### src/swe_pkg.sv
// package for the sleep wake-up event logic: bit positions, reset values, carriers
package swe_pkg;
    // power management flag / enable bit positions
    localparam int SUPPLY_SENSE_BIT    = 3;
    localparam int SUPPLY_RESTORED_BIT = 7;
    // rtc config bit positions
    localparam int RTC_INTERVAL_BIT    = 2;
    localparam int RTC_ALARM_BIT       = 6;
    // peripheral config bit positions
    localparam int RX_EDGE_BIT         = 7;
    localparam int RAIL_SOURCE_BIT     = 6;
    // interrupt pin config
    localparam int IRQ_ZERO_SEL_BIT    = 0;
    localparam int IRQ_ONE_SEL_HI      = 3;
    localparam int IRQ_ONE_SEL_LO      = 2;
    localparam logic [1:0] RX_WAKE_ON  = 2'h3;
    localparam logic [1:0] IRQ_ONE_ON  = 2'h3;
    localparam logic [7:0] REG_RESET   = 8'h00;
    localparam int SCRATCH_COUNT       = 4;

    typedef enum logic [1:0] {
        NORMAL_RUN_STATE,
        BATTERY_RUN_STATE,
        SLEEP_STATE
    } swe_power_state_e;

    // configuration that software leaves in the always-on domain
    typedef struct packed {
        logic       tempWakeEnable;
        logic       tempMeasureInSleep;
        logic [7:0] powerIrqEnableReg;
        logic [7:0] irqPinConfigReg;
        logic       irqZeroEdgeSelect;
        logic       irqOneEdgeSelect;
        logic [1:0] rxWakeSelect;
        logic       rtcIntervalEnable;
        logic       alarmFieldEnables;
    } swe_config_s;

    // raw event inputs, one-cycle pulses except mainSupplyOk, which is a level
    typedef struct packed {
        logic tempChange;
        logic supplySenseChange;
        logic mainSupplyOk;
        logic rtcInterval;
        logic rtcAlarm;
    } swe_events_s;

    // sticky flags, set by hardware, cleared by software
    typedef struct packed {
        logic tempPending;
        logic supplySenseChangeFlag;
        logic supplyRestoredFlag;
        logic rtcIntervalFlag;
        logic rtcAlarmFlag;
        logic rxEdgeFlag;
        logic irqZeroWake;
        logic irqOneWake;
    } swe_flags_s;
endpackage

### src/swe_wakeup.sv
// always-on sleep wake-up event logic with retained scratch and pin state
`timescale 1ns/1ns
// ============================================================
// What this block does
// - leave sleep on temp, supply, restore, rtc, irq pins, rx edge, reset
// - clearing enable bit 3 disables supply-sense wake
// - supply restoration always wakes, sets flag bit 7, power vector
// - rail-source bit 6 shows main supply when rail switches
// - rtc interval wakes, sets flag bit 2, rtc vector, maskable
// - irq pin zero wakes when select bit 0 set, edge chosen
// - irq pin one wakes when config bits 3:1 are 11x
// - pin wakes leave pending flags unchanged, raise neither power nor rtc vector
// - rx select 11: any rx edge wakes and sets rx flag
// - external reset low in sleep always wakes, to battery run unless main supply is ok (then normal run)
// - lcd stays controllable in sleep, lcd memory kept
// - four scratch pad registers kept through sleep
// - pins are inputs in sleep, pull-ups individually disableable
// - wake from sleep restarts core at power-on vector
module swe_wakeup #(
    parameter int PIN_COUNT = 24
) (
    input  wire logic                  ref_clk,
    input  wire logic                  rst_n,
    input  wire logic                  clkEn,
    input  wire swe_pkg::swe_config_s  cfg,
    input  wire swe_pkg::swe_events_s  events,
    input  wire logic                  extIrqPinZero,
    input  wire logic                  extIrqPinOne,
    input  wire logic                  secondSerialRxLine,
    input  wire logic                  extResetPin_n,
    input  wire logic                  sleepRequest,
    input  wire swe_pkg::swe_flags_s   flagClear,
    input  wire logic                  scratchWrite,
    input  wire logic [1:0]            scratchIndex,
    input  wire logic [7:0]            scratchData,
    input  wire logic                  lcdEnableIn,
    input  wire logic [PIN_COUNT-1:0]  pinOutValue,
    input  wire logic [PIN_COUNT-1:0]  pinOutEnable,
    input  wire logic [PIN_COUNT-1:0]  pullupEnableReg,
    output logic                       wakeRequest,
    output swe_pkg::swe_power_state_e  powerState,
    output swe_pkg::swe_flags_s        flags,
    output logic                       railSourceBit,
    output logic                       powerMgmtVector,
    output logic                       rtcVector,
    output logic                       coreResetToVector,
    output logic [7:0]                 scratchRead,
    output logic                       lcdEnable,
    output logic [PIN_COUNT-1:0]       pinOut,
    output logic [PIN_COUNT-1:0]       pinOe,
    output logic [PIN_COUNT-1:0]       pullupOn
);
    // refused at elaboration: the pin vectors need at least one bit
    if (PIN_COUNT < 1) begin : pinCountCheck
        $error("PIN_COUNT must be at least one");
    end

    // ============================================================
    // reset release
    logic rstMeta, rstSync;
    always_ff @(posedge ref_clk or negedge rst_n) begin
        if (!rst_n) begin
            rstMeta <= 1'b0;
            rstSync <= 1'b0;
        end else begin
            rstMeta <= 1'b1;
            rstSync <= rstMeta;
        end
    end

    // ============================================================
    // edge detection on pins
    logic irqZeroLast, irqOneLast, rxLast, supplyLast;
    logic next_irqZeroLast, next_irqOneLast, next_rxLast, next_supplyLast;
    logic irqZeroEdge, irqOneEdge, rxEdge, supplyRise, irqOneSel;

    always_comb begin
        next_irqZeroLast = extIrqPinZero;
        next_irqOneLast  = extIrqPinOne;
        next_rxLast      = secondSerialRxLine;
        next_supplyLast  = events.mainSupplyOk;
        // edge chosen: 1 falling, 0 low level
        irqZeroEdge = cfg.irqZeroEdgeSelect ? (irqZeroLast & ~extIrqPinZero) : ~extIrqPinZero;
        irqOneEdge  = cfg.irqOneEdgeSelect ? (irqOneLast & ~extIrqPinOne) : ~extIrqPinOne;
        rxEdge      = rxLast ^ secondSerialRxLine;
        supplyRise  = ~supplyLast & events.mainSupplyOk;
        // select bits 3:2 equal 11, bit 1 don't care
        irqOneSel   = cfg.irqPinConfigReg[swe_pkg::IRQ_ONE_SEL_HI:swe_pkg::IRQ_ONE_SEL_LO]
                      == swe_pkg::IRQ_ONE_ON;
    end

    always_ff @(posedge ref_clk or negedge rstSync) begin
        if (!rstSync) begin
            irqZeroLast <= 1'b1;
            irqOneLast  <= 1'b1;
            rxLast      <= 1'b1;
            supplyLast  <= 1'b0;
        end else if (clkEn) begin
            irqZeroLast <= next_irqZeroLast;
            irqOneLast  <= next_irqOneLast;
            rxLast      <= next_rxLast;
            supplyLast  <= next_supplyLast;
        end
    end

    // ============================================================
    // sticky flags: a set in the clear cycle wins
    swe_pkg::swe_flags_s set, next_flags;
    logic next_railSourceBit;
    always_comb begin
        // temperature pending gated by sleep measuring
        set.tempPending           = events.tempChange & cfg.tempMeasureInSleep;
        set.supplySenseChangeFlag = events.supplySenseChange;
        set.supplyRestoredFlag    = supplyRise;
        set.rtcIntervalFlag       = events.rtcInterval;
        set.rtcAlarmFlag          = events.rtcAlarm & cfg.alarmFieldEnables;
        set.rxEdgeFlag            = rxEdge &
                                    (cfg.rxWakeSelect == swe_pkg::RX_WAKE_ON);
        // pin wakes held apart from the pending flags of the core
        set.irqZeroWake           = irqZeroEdge & cfg.irqPinConfigReg[swe_pkg::IRQ_ZERO_SEL_BIT];
        set.irqOneWake            = irqOneEdge & irqOneSel;
        next_flags = (flags & ~flagClear) | set;
        // rail source follows the main supply
        next_railSourceBit = events.mainSupplyOk;
    end

    // ============================================================
    // wake request and power state
    logic wakeAny;
    swe_pkg::swe_power_state_e next_powerState;
    logic next_wakeRequest, next_pmVec, next_rtcVec, next_coreReset;
    always_comb begin
        // or of enabled and nonmaskable sources
        // supply-sense masked by enable bit 3
        wakeAny = (flags.tempPending & cfg.tempWakeEnable)
                | (flags.supplySenseChangeFlag &
                   cfg.powerIrqEnableReg[swe_pkg::SUPPLY_SENSE_BIT])
                | flags.supplyRestoredFlag
                | (flags.rtcIntervalFlag & cfg.rtcIntervalEnable)
                | flags.rtcAlarmFlag
                | flags.irqZeroWake | flags.irqOneWake | flags.rxEdgeFlag;
        next_wakeRequest = wakeAny;
        next_pmVec  = flags.supplySenseChangeFlag | flags.supplyRestoredFlag;
        next_rtcVec = flags.rtcIntervalFlag | flags.rtcAlarmFlag;
        next_coreReset  = 1'b0;
        next_powerState = powerState;
        case (powerState)
            swe_pkg::NORMAL_RUN_STATE: begin
                if (!events.mainSupplyOk) next_powerState = swe_pkg::BATTERY_RUN_STATE;
            end
            swe_pkg::BATTERY_RUN_STATE: begin
                if (events.mainSupplyOk) next_powerState = swe_pkg::NORMAL_RUN_STATE;
                else if (sleepRequest) next_powerState = swe_pkg::SLEEP_STATE;
            end
            swe_pkg::SLEEP_STATE: begin
                // reset pin low wakes to battery run, or to normal run if main supply is ok
                if (events.mainSupplyOk) begin
                    next_powerState = swe_pkg::NORMAL_RUN_STATE;
                    next_coreReset  = 1'b1;
                end else if (wakeAny || !extResetPin_n) begin
                    next_powerState = swe_pkg::BATTERY_RUN_STATE;
                    next_coreReset  = 1'b1;
                end
            end
            default: next_powerState = swe_pkg::BATTERY_RUN_STATE;
        endcase
    end

    // ============================================================
    // retained state: scratch, lcd, pins
    logic [7:0] scratch [swe_pkg::SCRATCH_COUNT];
    logic [7:0] next_scratchRead;
    logic       inSleep;
    always_comb begin
        inSleep = (next_powerState == swe_pkg::SLEEP_STATE);
        next_scratchRead = scratch[scratchIndex];
    end

    always_ff @(posedge ref_clk or negedge rstSync) begin
        if (!rstSync) begin
            flags             <= '0;
            railSourceBit     <= 1'b0;
            powerState        <= swe_pkg::BATTERY_RUN_STATE;
            wakeRequest       <= 1'b0;
            powerMgmtVector   <= 1'b0;
            rtcVector         <= 1'b0;
            coreResetToVector <= 1'b0;
            scratchRead       <= swe_pkg::REG_RESET;
            lcdEnable         <= 1'b0;
            pinOut            <= '0;
            pinOe             <= '0;
            pullupOn          <= '0;
            for (int i = 0; i < swe_pkg::SCRATCH_COUNT; i++) scratch[i] <= swe_pkg::REG_RESET;
        end else if (clkEn) begin
            flags             <= next_flags;
            railSourceBit     <= next_railSourceBit;
            powerState        <= next_powerState;
            wakeRequest       <= next_wakeRequest;
            powerMgmtVector   <= next_pmVec;
            rtcVector         <= next_rtcVec;
            coreResetToVector <= next_coreReset;
            scratchRead       <= next_scratchRead;
            // lcd control stays live, memory untouched by sleep
            lcdEnable         <= lcdEnableIn;
            // pins become inputs in sleep, pull-ups stay per pin
            pinOut            <= inSleep ? '0 : pinOutValue;
            pinOe             <= inSleep ? '0 : pinOutEnable;
            pullupOn          <= pullupEnableReg;
            // scratch only changes by core write or reset, never when entering or staying in sleep
            if (scratchWrite && !inSleep) scratch[scratchIndex] <= scratchData;
        end
    end

    // ============================================================
    // checks
    // restore always reaches the flag
    restore_flag_a: assert property (@(posedge ref_clk) disable iff (!rstSync)
        (clkEn && supplyRise) |=> flags.supplyRestoredFlag)
        else $error("supply restore did not set flag");
    sense_mask_a: assert property (@(posedge ref_clk) disable iff (!rstSync)
        (clkEn && flags == swe_pkg::swe_flags_s'{supplySenseChangeFlag: 1'b1, default: 1'b0} &&
         !cfg.powerIrqEnableReg[swe_pkg::SUPPLY_SENSE_BIT] && !cfg.tempWakeEnable)
        |=> !wakeRequest)
        else $error("masked supply-sense woke the block");
    reset_wake_a: assert property (@(posedge ref_clk) disable iff (!rstSync)
        (clkEn && powerState == swe_pkg::SLEEP_STATE && !extResetPin_n)
        |=> powerState != swe_pkg::SLEEP_STATE && coreResetToVector)
        else $error("reset pin did not wake from sleep");
    sleep_pins_a: assert property (@(posedge ref_clk) disable iff (!rstSync)
        (powerState == swe_pkg::SLEEP_STATE && $stable(powerState)) |-> pinOe == '0)
        else $error("pin driven during sleep");
    restart_pulse_a: assert property (@(posedge ref_clk) disable iff (!rstSync)
        (clkEn && coreResetToVector) |=> !coreResetToVector)
        else $error("restart pulse longer than one cycle");
    restore_wake_a: assert property (@(posedge ref_clk) disable iff (!rstSync)
        (clkEn && flags.supplyRestoredFlag) |=> wakeRequest)
        else $error("restore flag did not raise wake request");
    // selected rx edge sets its flag
    rx_edge_a: assert property (@(posedge ref_clk) disable iff (!rstSync)
        (clkEn && rxEdge && cfg.rxWakeSelect == swe_pkg::RX_WAKE_ON) |=> flags.rxEdgeFlag)
        else $error("rx edge did not set its flag");
endmodule // swe_wakeup

### config.mk
export PLATFORM = sky130hd
export DESIGN_NAME = swe_wakeup
export DESIGN_NICKNAME = d
export VERILOG_FILES = /design/src/swe_pkg.sv /design/src/swe_wakeup.sv
export SDC_FILE = /design/constraint.sdc
export NUM_CORES = 1
export LEC_CHECK = 0
export BUFFER_PORTS_ARGS = -buffer_cell sky130_fd_sc_hd__buf_2
export CORE_MARGIN = 2
export CORE_UTILIZATION = 51
export CTS_CLUSTER_SIZE = 14
export DETAILED_ROUTE_END_ITERATION = 8
export PLACE_DENSITY = 0.89
export RECOVER_POWER = 25
export SLEW_MARGIN = 20
export SYNTH_ARGS = -nofsm -noshare
export SYNTH_HDL_FRONTEND = slang
export SYNTH_SLANG_ARGS = --single-unit
### constraint.sdc
create_clock -name ref_clk -period 10.26 [get_ports ref_clk]
set_clock_uncertainty 0.1 [all_clocks]
set_input_delay 1.026 -clock ref_clk [delete_from_list [all_inputs] [get_ports ref_clk]]
set_output_delay 1.026 -clock ref_clk [all_outputs]
set_load 0.05 [all_outputs]
---- Word level (Yosys, flattened, before mapping) ----
Index checks and enable logic that the tools add are counted.
word-level totals
  register bits after elaboration ......... 133
  input bits .............................. 129
  output and inout port bits .............. 96
  word-level logic and storage cells ...... 89
cells by class
  $lt $le $gt $ge ......................... 2
  equality and inequality tests ........... 5
  muxes and demuxes ....................... 19
  bitwise operators ....................... 28
  reduce and logical (&&, ||, !) cells .... 7
operators by type and width
  cell                  count
  $mux W24              2
  $bwmux W32            1
  $mux W8               3
  $bmux W8 S2           1
  $demux W8 S2          1
  $and A1 B1 Y1         11
  $mux W2               5
  $or A1 B1 Y1          9
  $and A8 B8 Y8         1
  $eq A2 B2 Y1 const B  4
  $not A8 Y8            1
  $or A8 B8 Y8          1
  $pmux W2 S3           1
  $mux W1               5
  $ge A3 B3 Y1 const B  1
  $lt A3 B1 Y1 const B  1
  $not A1 Y1            3
  $not A2 Y3            1
  $eq A2 B1 Y1 const B  1
  $logic_and A1 B1 Y1   2
  $logic_not A1 Y1      2
  $logic_not A2 Y1      1
  $reduce_and A2 Y1     1
  $logic_or A1 B1 Y1    1
  $xor A1 B1 Y1         1

---- Longest topological paths before layout ----
Gate-level depths: netlist of run 1.
  depth after elaboration ................. 16
  gate-level depth with buffers ........... 6

---- Worst setup path after synthesis of run 1 ----
No wires, ideal clock.
  kind .................................... input to register
  start point ............................. input scratchIndex[1]
  end point ............................... register scratch[16] (netlist name)
  library setup time ...................... 0.125 ns
  data arrival time ....................... 2.358 ns
  path slack .............................. 7.677 ns
  cell stages on the path ................. 4
  path through ............................ clkbuf_2 -> nand2b_1 -> nor4b_2 -> mux2_2
on the way
  word-level cells in the longest chain between the ends .. 6
  elaborated cells between the ends (all ways) .. 7
  classes of those cells .................. 2 x order compare; 3 x mux; 1 x bitwise; 1 x reduce/logical
RTL lines
  element                                                                    RTL line           RTL
  start, declared                                                            swe_wakeup.sv:34   input wire logic [1:0] scratchIndex,
  $not A2 Y3 (not written as such) (*)                                       swe_wakeup.sv:210  if (scratchWrite && !inSleep) scratch[scratchIndex] <= scratchData;
  $ge A3 B3 Y1 (not written as such) / $lt A3 B1 Y1 (equally long branches)  swe_wakeup.sv:210
  $logic_and A1 B1 Y1 (not written as such)                                  swe_wakeup.sv:210
  $mux W8 (not written as such)                                              swe_wakeup.sv:210
  $demux W8 S2 (*)                                                           swe_wakeup.sv:210
  $bwmux W32 (*)                                                             swe_wakeup.sv:210
  end signal, assigned by index                                              swe_wakeup.sv:210
  end, declared                                                              swe_wakeup.sv:171  logic [7:0] scratch [swe_pkg::SCRATCH_COUNT];
Every way passes the cells marked *; elsewhere a longest branch is shown, timed or not.
A chain may end at the register's enable or synchronous reset.

---- Worst setup path after layout of run 1 ----
  start point ............................. input clkEn
  end point ............................... register scratch[6] (netlist name)
on the way
  word-level cells in the longest chain between the ends .. 1
RTL lines
  element                             RTL line          RTL
  start, declared                     swe_wakeup.sv:24  input wire logic clkEn,
  $reduce_and A2 Y1 (no source line)  n/a
Every way passes these cells.

==> results.txt, run 1 <==
----------------------------------------------------
[Clock tree]
  Hold buffer count at CTS ... 0
  Setup fix buffers added after clock tree synthesis ... 0
  Register clock-pin slew on the reported worst setup and hold paths ... 0.06 ns
  Master cell of the clock root buffer ... sky130_fd_sc_hd__clkbuf_8
  Clock latency of the later-clocked register in the worst-skew pair ... 0.51 ns
  Total clock buffers created by CTS ... 17
  CTS-repair resized insts ... 0
  Max H-tree Level ... 4
  CTS tree ... built
  Clock net sink count ... 133
  Maximum clock insertion buffer count ... 2

[Synth]
  Number of instances in the synthesized netlist ... 340
  Synthesis Warnings ... 0
  Top cell type by total area after synthesis ... sky130_fd_sc_hd__dfrtp_1
  Biggest area contributors in the synthesized netlist ... sky130_fd_sc_hd__dfrtp_1, sky130_fd_sc_hd__mux2_2, sky130_fd_sc_hd__a22o_1, sky130_fd_sc_hd__mux4_2, sky130_fd_sc_hd__dfstp_2
  Share of synthesized area occupied by flip-flops and latches ... 64.1%
  Synth Flop Type ... sky130_fd_sc_hd__dfrtp_1
  Post-synthesis average cell area ... 15.3 µm²
  Post-synthesis sequential element count ... 133
  Nets in the synthesized netlist ... 469
  Post-synth top area share ... 62.1%
  Number of enable flip-flop cells after synthesis ... 0
  Number of distinct library cells after synthesis ... 37
  Ys async rst share ... 100%
  Cell Area, Synth ... 0.00520 mm²

[Timing]
  Achievable Freq ... 188 MHz
  Setup repair after global routing missed its margin ... no
  Number of pins exceeding their max-slew limit in the final report ... 132
  Count of final setup violators ... 0
  Transition time at the pin with the least slew margin ... 3.03 ns
  Final worst-path setup slack ... 4.94 ns
  Fin crit share ... 51.8%
  Final-layout setup total negative slack ... 0 ns
  Slew headroom ... -102%
  Post-layout min period ... 5.32 ns
  Final Hold Vio Count ... 0

[Detailed routing]
  DRC violation count after routing ... 0
  DRC violation total after the first TritonRoute iteration ... 224
  Routed wire per std cell ... 17.8 µm
  Final wirelength ... 12500 µm
  Post-DRT Antenna Nets ... 0
  First-pass iteration count of the detailed router ... 4
  Routed vias/inst ... 5.40
  Via count of the routed design ... 3799

[Placement]
  Post-Place Cells ... 669
  Sum of net half-perimeters after detailed placement ... 8780 µm
  Routability-driven placement congestion ratio ... 0.797
  IO Port Bufs ... 212
  Setup WS pre-CTS ... 6.54 ns

[Critical path]
  Delay-heaviest family, CP ... buffers and inverters
  Largest stage delay on the critical path ... 2.11 ns
  Critical path launch point type ... primary input
  Maximum fanout along the worst path ... 62
  Total buffers and inverters traversed by the critical path ... 2
  Worst Path Required ... 10.55 ns
  Crit path capture type ... flip-flop
  Cells along the critical path ... buf_2, clkbuf_1, nand2_1, nor4b_2, mux2_2
  Arrival @ worst endpoint ... 5.61 ns
  Classification of the worst setup path ... in -> reg
  Cell type of the slowest stage on the worst timing path ... sky130_fd_sc_hd__clkbuf_1

[GRT]
  Number of global-route vias before repair ... 3949
  Global-route wire length before repair ... 19800 µm
  All-layer global routing usage ... 23.1%
  Leftover overflow at the end of global routing ... 0
  Antenna violations before repair ... 1
  Maximum number of pins on one net before global-route repair ... 69

[Floorplan]
  Die ar. ... 0.0110 mm²
  # rows ... 36
  Chip height ... 105 µm
  Starting utilization of the core area ... 52.9%
  Die Wd ... 105 µm
  Core Area ... 0.00982 mm²
  I/O pin count ... 225

[Power and ir drop]
  Switching power ... 518 µW
  Net switching share of the total power ... 30.9%
  Fraction of power consumed by combinational cells ... 23.3%
  Part of the power in the clock network ... 37.5%
  Overall Power ... 1680 µW
  Static leakage power ... 0.00344 µW
  Part of the total power dissipated in sequential elements ... 39.2%
  Power density over the cells ... 239 mW/mm²
  Peak supply drop ... 0.112 mV
  Internal power component ... 1160 µW

[Layout]
  Layout-stage area growth over the synthesis result ... 35.0%
  Final std cells w/o fill ... 703
  Most common cell after layout, fill and taps aside ... sky130_fd_sc_hd__buf_2
  Fraction of layout cells with a size suffix above 1 ... 58.2%
  Most frequent cells in the layout ... sky130_fd_sc_hd__buf_2, sky130_fd_sc_hd__dfrtp_1, sky130_fd_sc_hd__mux2_2, sky130_fd_sc_hd__a22o_1, sky130_fd_sc_hd__nand2_1
  Net total in the final layout ... 685

[Status]
  Run status ... finished, violations left
  Violations in the final reports ... capacitance limit, slew limit

[Hold path]
  Type of the worst min-delay path ... in -> async

[Run]
  Max-cap violations ... 2

----------------------------------------------------
## cell usage after synthesis, types with 2 or more instances
cell	n
sky130_fd_sc_hd__dfrtp_1	129
sky130_fd_sc_hd__mux2_2	68
sky130_fd_sc_hd__a22o_1	51
sky130_fd_sc_hd__nand2_1	17
sky130_fd_sc_hd__clkbuf_1	13
sky130_fd_sc_hd__mux4_2	8
sky130_fd_sc_hd__nor2_1	7
sky130_fd_sc_hd__dfstp_2	4
sky130_fd_sc_hd__nor2b_1	4
sky130_fd_sc_hd__o21ai_0	4
sky130_fd_sc_hd__a21oi_1	3
sky130_fd_sc_hd__buf_2	3
sky130_fd_sc_hd__a32o_1	2
sky130_fd_sc_hd__nand2b_1	2
sky130_fd_sc_hd__nor4_2	2
sky130_fd_sc_hd__nor4b_2	2
## final timing paths
kind | start | end | slack [ns] | cells after the start
min reg2reg | rstMeta | rstSync | 0.26 | 0
min in group ref_clk | rstMeta | rstSync | 0.26 | 0
max reg2reg | rstSync | scratch[25] | 7.16 | 1
min | rst_n | rstSync | 0.20 | 1
max in group asynchronous | rstSync | scratch[25] | 7.16 | 1
max | clkEn | scratch[6] | 4.94 | 5
## metrics by stage
stage	cell area, µm²	hold slack [ns]	utilization (%)
final	7020	0.199	71.5
after global routing	7020	0.180	71.5
after CTS	7000	0.174	71.3
after detailed placement	6370	0.247	64.9
after global placement	6370	0.238	64.9
after floorplan	5200	0.231	-
## cell families after synthesis
family	count (synthesis)	synth area share, %
compound gates	65	10.5
xor+xnor	1	0.169
buf+inv	21	1.76
flops	133	64.1
mux	77	18.4
other cells	1	0.0721
simple gates	42	5.03
## routing by layer
layer  vias to the layer above  global-route usage [%]  part of all wire, %
li1                       1705                       -                    -
met1                      1903                    28.7                   40
met2                       158                    37.9                   51
met3                        33                    5.93                  5.4
met4                         0                    11.4                  3.6
met5                         -                       0                    0
## area by class of cell
type | count | area, µm²
Fill cell | 688 | 2800
Sequential cell | 133 | 3330
Multi-Input combinational cell | 186 | 1780
Inverter | 2 | 7.51
Clock buffer | 24 | 480
Clock inverter | 8 | 145
Tap cell | 133 | 166
Antenna cell | 1 | 2.50
Timing Repair Buffer | 216 | 1110
## sequential cells by signal (all words and copies together) (netlist names)
name and flops:
rstMeta 1, irqZeroLast 1, wakeRequest 1, flags 8, lcdEnable 1, rstSync 1, rtcVector 1, irqOneLast 1
scratch 32, rxLast 1, coreResetToVector 1, railSourceBit 1, powerState 2, pinOe 24, pinOut 24, scratchRead 8
powerMgmtVector 1, pullupOn 24
## power by group through the flow
stage | combinational (µW) | sequential, µW | clock (µW)
after floorplan | 111 | 832 | 0
after global routing | 409 | 669 | 665
after global placement | 379 | 658 | 0
final | 390 | 658 | 629
after CTS | 390 | 658 | 640
after detailed placement | 388 | 666 | 0
Power figures use the tool's default switching activity.
==> run 2, diff against run 1 <==
ABC_AREA = 1   (was unset)
CORE_UTILIZATION = 48   (was 51)
PLACE_DENSITY = 0.84   (was 0.89)
clock period = 5.4 ns   (was 10.26 ns; I/O delays follow)
==> run 2 against run 1 <==
Net effect: the run still ends with capacitance limit, slew limit left; sequential power rose by 84%; synthesized cell count rose by 84%; die area rose by 13%; power rose by 79%; largest cell class unchanged; largest power group unchanged; critical endpoint is now flags[2]; via count rose by 29%.
==> results.txt, run 2 <==
----------------------------------------------------
[Timing]
  Setup repair after global routing missed its margin ... no
  Slew headroom ... -18.3%
  Post-layout min period ... 2.79 ns
  Number of pins exceeding their max-slew limit in the final report ... 43
  Transition time at the pin with the least slew margin ... 1.77 ns
  Count of final setup violators ... 0
  Achievable Freq ... 358 MHz
  Final-layout setup total negative slack ... 0 ns
  Final Hold Vio Count ... 0
  Fin crit share ... 51.7%

[Synth]
  Top cell type by total area after synthesis ... sky130_fd_sc_hd__dfrtp_1
  Most instantiated library cell after synthesis ... sky130_fd_sc_hd__nand2_1
  Number of distinct library cells after synthesis ... 35
  Top cell types by occurrence after synthesis ... sky130_fd_sc_hd__nand2_1, sky130_fd_sc_hd__dfrtp_1, sky130_fd_sc_hd__o21ai_0
  Synth Flop Type ... sky130_fd_sc_hd__dfrtp_1
  Number of instances in the synthesized netlist ... 624
  Nets in the synthesized netlist ... 753
  Post-synthesis xor/xnor area fraction ... 0.158%
  Synthesis Warnings ... 0
  Ys async rst share ... 100%
  Cell Area, Synth ... 0.00554 mm²
  Number of enable flip-flop cells after synthesis ... 0
  Post-synthesis average cell area ... 8.88 µm²
  Biggest area contributors in the synthesized netlist ... sky130_fd_sc_hd__dfrtp_1, sky130_fd_sc_hd__nand2_1, sky130_fd_sc_hd__o21ai_0, sky130_fd_sc_hd__dfstp_2, sky130_fd_sc_hd__o21ai_2
  Largest family of logic cells by synthesized area ... simple AND/OR/NAND/NOR gates
  Post-Synth Simple-Gate Area ... 27.2%
  Post-synth top area share ... 58.3%
  Share of synthesized area occupied by flip-flops and latches ... 60.2%
  Post-synthesis sequential element count ... 133
  Area fraction in compound gates after synthesis ... 8.76%
  Mux cell area share after synthesis ... 0%
  Area share of fa/ha/maj cells after synthesis ... 0%

[Detailed routing]
  Routed wire per std cell ... 14.4 µm
  Post-route met1 wirelength ... 5750 µm
  Met3 Routed Length ... 1110 µm
  Highest signal layer in the routed design ... met4
  Routed vias/inst ... 4.95
  DRC violation count after routing ... 0
  First-pass iteration count of the detailed router ... 4
  Via count of the routed design ... 4898
  DRC violation total after the first TritonRoute iteration ... 346
  Wire length on met2 ... 7120 µm
  Final wirelength ... 14300 µm
  Post-DRT Antenna Nets ... 0

[Critical path]
  Crit path capture type ... flip-flop
  Maximum fanout along the worst path ... 73
  Classification of the worst setup path ... in -> reg
  Arrival @ worst endpoint ... 3.02 ns
  Worst Path Required ... 5.63 ns
  Critical path launch point type ... primary input

[Placement]
  Routability-driven placement congestion ratio ... 0.849
  Sum of net half-perimeters after detailed placement ... 9560 µm
  IO Port Bufs ... 212

[Clock tree]
  Register clock-pin slew on the reported worst setup and hold paths ... 0.05 ns
  Setup fix buffers added after clock tree synthesis ... 0
  Max H-tree Level ... 4
  Clock net sink count ... 133
  CTS tree ... built
  Master cell of the clock root buffer ... sky130_fd_sc_hd__clkbuf_16
  Maximum clock insertion buffer count ... 2
  Total clock buffers created by CTS ... 17
  Clock latency of the later-clocked register in the worst-skew pair ... 0.41 ns

[GRT]
  Number of global-route vias before repair ... 4769
  Leftover overflow at the end of global routing ... 0
  All-layer global routing usage ... 23.7%
  Antenna violations before repair ... 1
  Global-route wire length before repair ... 23200 µm
  Maximum number of pins on one net before global-route repair ... 84

[Floorplan]
  Chip height ... 111 µm
  # rows ... 39
  Die Wd ... 111 µm
  I/O pin count ... 225
  Starting utilization of the core area ... 48.9%
  Die ar. ... 0.0124 mm²
  Core Area ... 0.0113 mm²

[Power and ir drop]
  Switching power ... 947 µW
  Static leakage power ... 0.00393 µW
  Net switching share of the total power ... 31.5%
  Power density over the cells ... 412 mW/mm²
  Part of the total power dissipated in sequential elements ... 40.1%
  Part of the power in the clock network ... 38.2%
  Peak supply drop ... 0.282 mV
  Fraction of power consumed by combinational cells ... 21.6%
  Internal power component ... 2060 µW

[Status]
  Violations in the final reports ... capacitance limit, slew limit
  Run status ... finished, violations left

[Layout]
  Final core area utilization ... 64.5%
  Register with the most flip-flops ... scratch
  Net total in the final layout ... 962
  Layout-stage area growth over the synthesis result ... 31.9%
  Fraction of layout cells with a size suffix above 1 ... 31.9%
  Number of flip-flops in the largest register ... 32
  Most common cell after layout, fill and taps aside ... sky130_fd_sc_hd__nand2_1
  Most frequent cells in the layout ... sky130_fd_sc_hd__nand2_1, sky130_fd_sc_hd__buf_2, sky130_fd_sc_hd__dfrtp_1, sky130_fd_sc_hd__o21ai_0, sky130_fd_sc_hd__clkbuf_16

[Hold path]
  Type of the worst min-delay path ... in -> reg

[Run]
  Max-cap violations ... 1

----------------------------------------------------
-- run 2: what timing repair did --
item,CTS,global route
resized for setup,0,0
hold buffers,1,0
setup endpoints to repair,0,0
endpoints found under the hold margin,2,0
-- run 2: final timing paths --
path,from,to,slack (ns),depth (start not counted)
setup / recovery,clkEn,flags[2],2.61,4
hold / removal,pullupEnableReg[0],pullupOn[0],0.23,3
setup reg to reg,flags[4],pinOut[5],3.53,6
hold reg to reg,rstMeta,rstSync,0.25,0
max in group asynchronous,rstSync,pinOe[15],3.68,1
min in group asynchronous,rstSync,scratchRead[0],0.31,0
-- run 2: final cells by class --
| cell class | count | area [µm²] |
|---|---|---|
| fillers | 957 | 4010 |
| flip-flops and latches | 133 | 3330 |
| multi-input cells | 447 | 2000 |
| repair buffers | 217 | 1120 |
| clock buffers | 29 | 541 |
| well taps | 143 | 179 |
| clock inverters | 3 | 65.1 |
| inverters | 17 | 63.8 |
| diodes | 1 | 2.50 |
-- run 2: cells by family after synthesis --
| kind of cell | count (synthesis) |
|---|---|
| XOR/XNOR | 1 |
| buffers and inverters | 44 |
| AO/OA/AOI/OAI | 77 |
| AND/OR/NAND/NOR | 368 |
| flip-flops | 133 |
| other | 1 |
-- run 2: critical path, stage by stage --
cell and delay [ns]:
sky130_fd_sc_hd__clkbuf_1 1.25, sky130_fd_sc_hd__buf_4 0.77, sky130_fd_sc_hd__nand3_1 0.24, sky130_fd_sc_hd__o21ai_0 0.21
-- run 2: per-stage QoR --
step / total power [µW] / std cells / area, µm² / hold WS [ns] / setup slack [ns]
2_1_floorplan: 1680 / 624 / 5540 / 0.144 / 1.33
6_report: 3010 / 990 / 7310 / 0.229 / 2.61
3_5_place_dp: 1870 / 955 / 6670 / 0.227 / 3.19
5_1_grt: 3140 / 989 / 7300 / 0.223 / 2.26
3_3_place_gp: 1850 / 955 / 6670 / 0.226 / 3.19
4_1_cts: 3030 / 988 / 7290 / 0.216 / 3.45
-- run 2: layer usage --
| metal | track usage [%] | vias to the layer above |
|---|---|---|
| met5 | 0 | - |
| met2 | 39.7 | 204 |
| met3 | 6.26 | 25 |
| li1 | - | 2408 |
| met1 | 29.8 | 2261 |
| met4 | 8.72 | 0 |
-- run 2: power by group through the flow --
stage	combinational (µW)	clock (µW)	sequential [µW]
after detailed placement	640	0	1230
after global routing	701	1220	1220
after floorplan	177	0	1500
final	651	1150	1210
after global placement	631	0	1220
after CTS	645	1170	1210
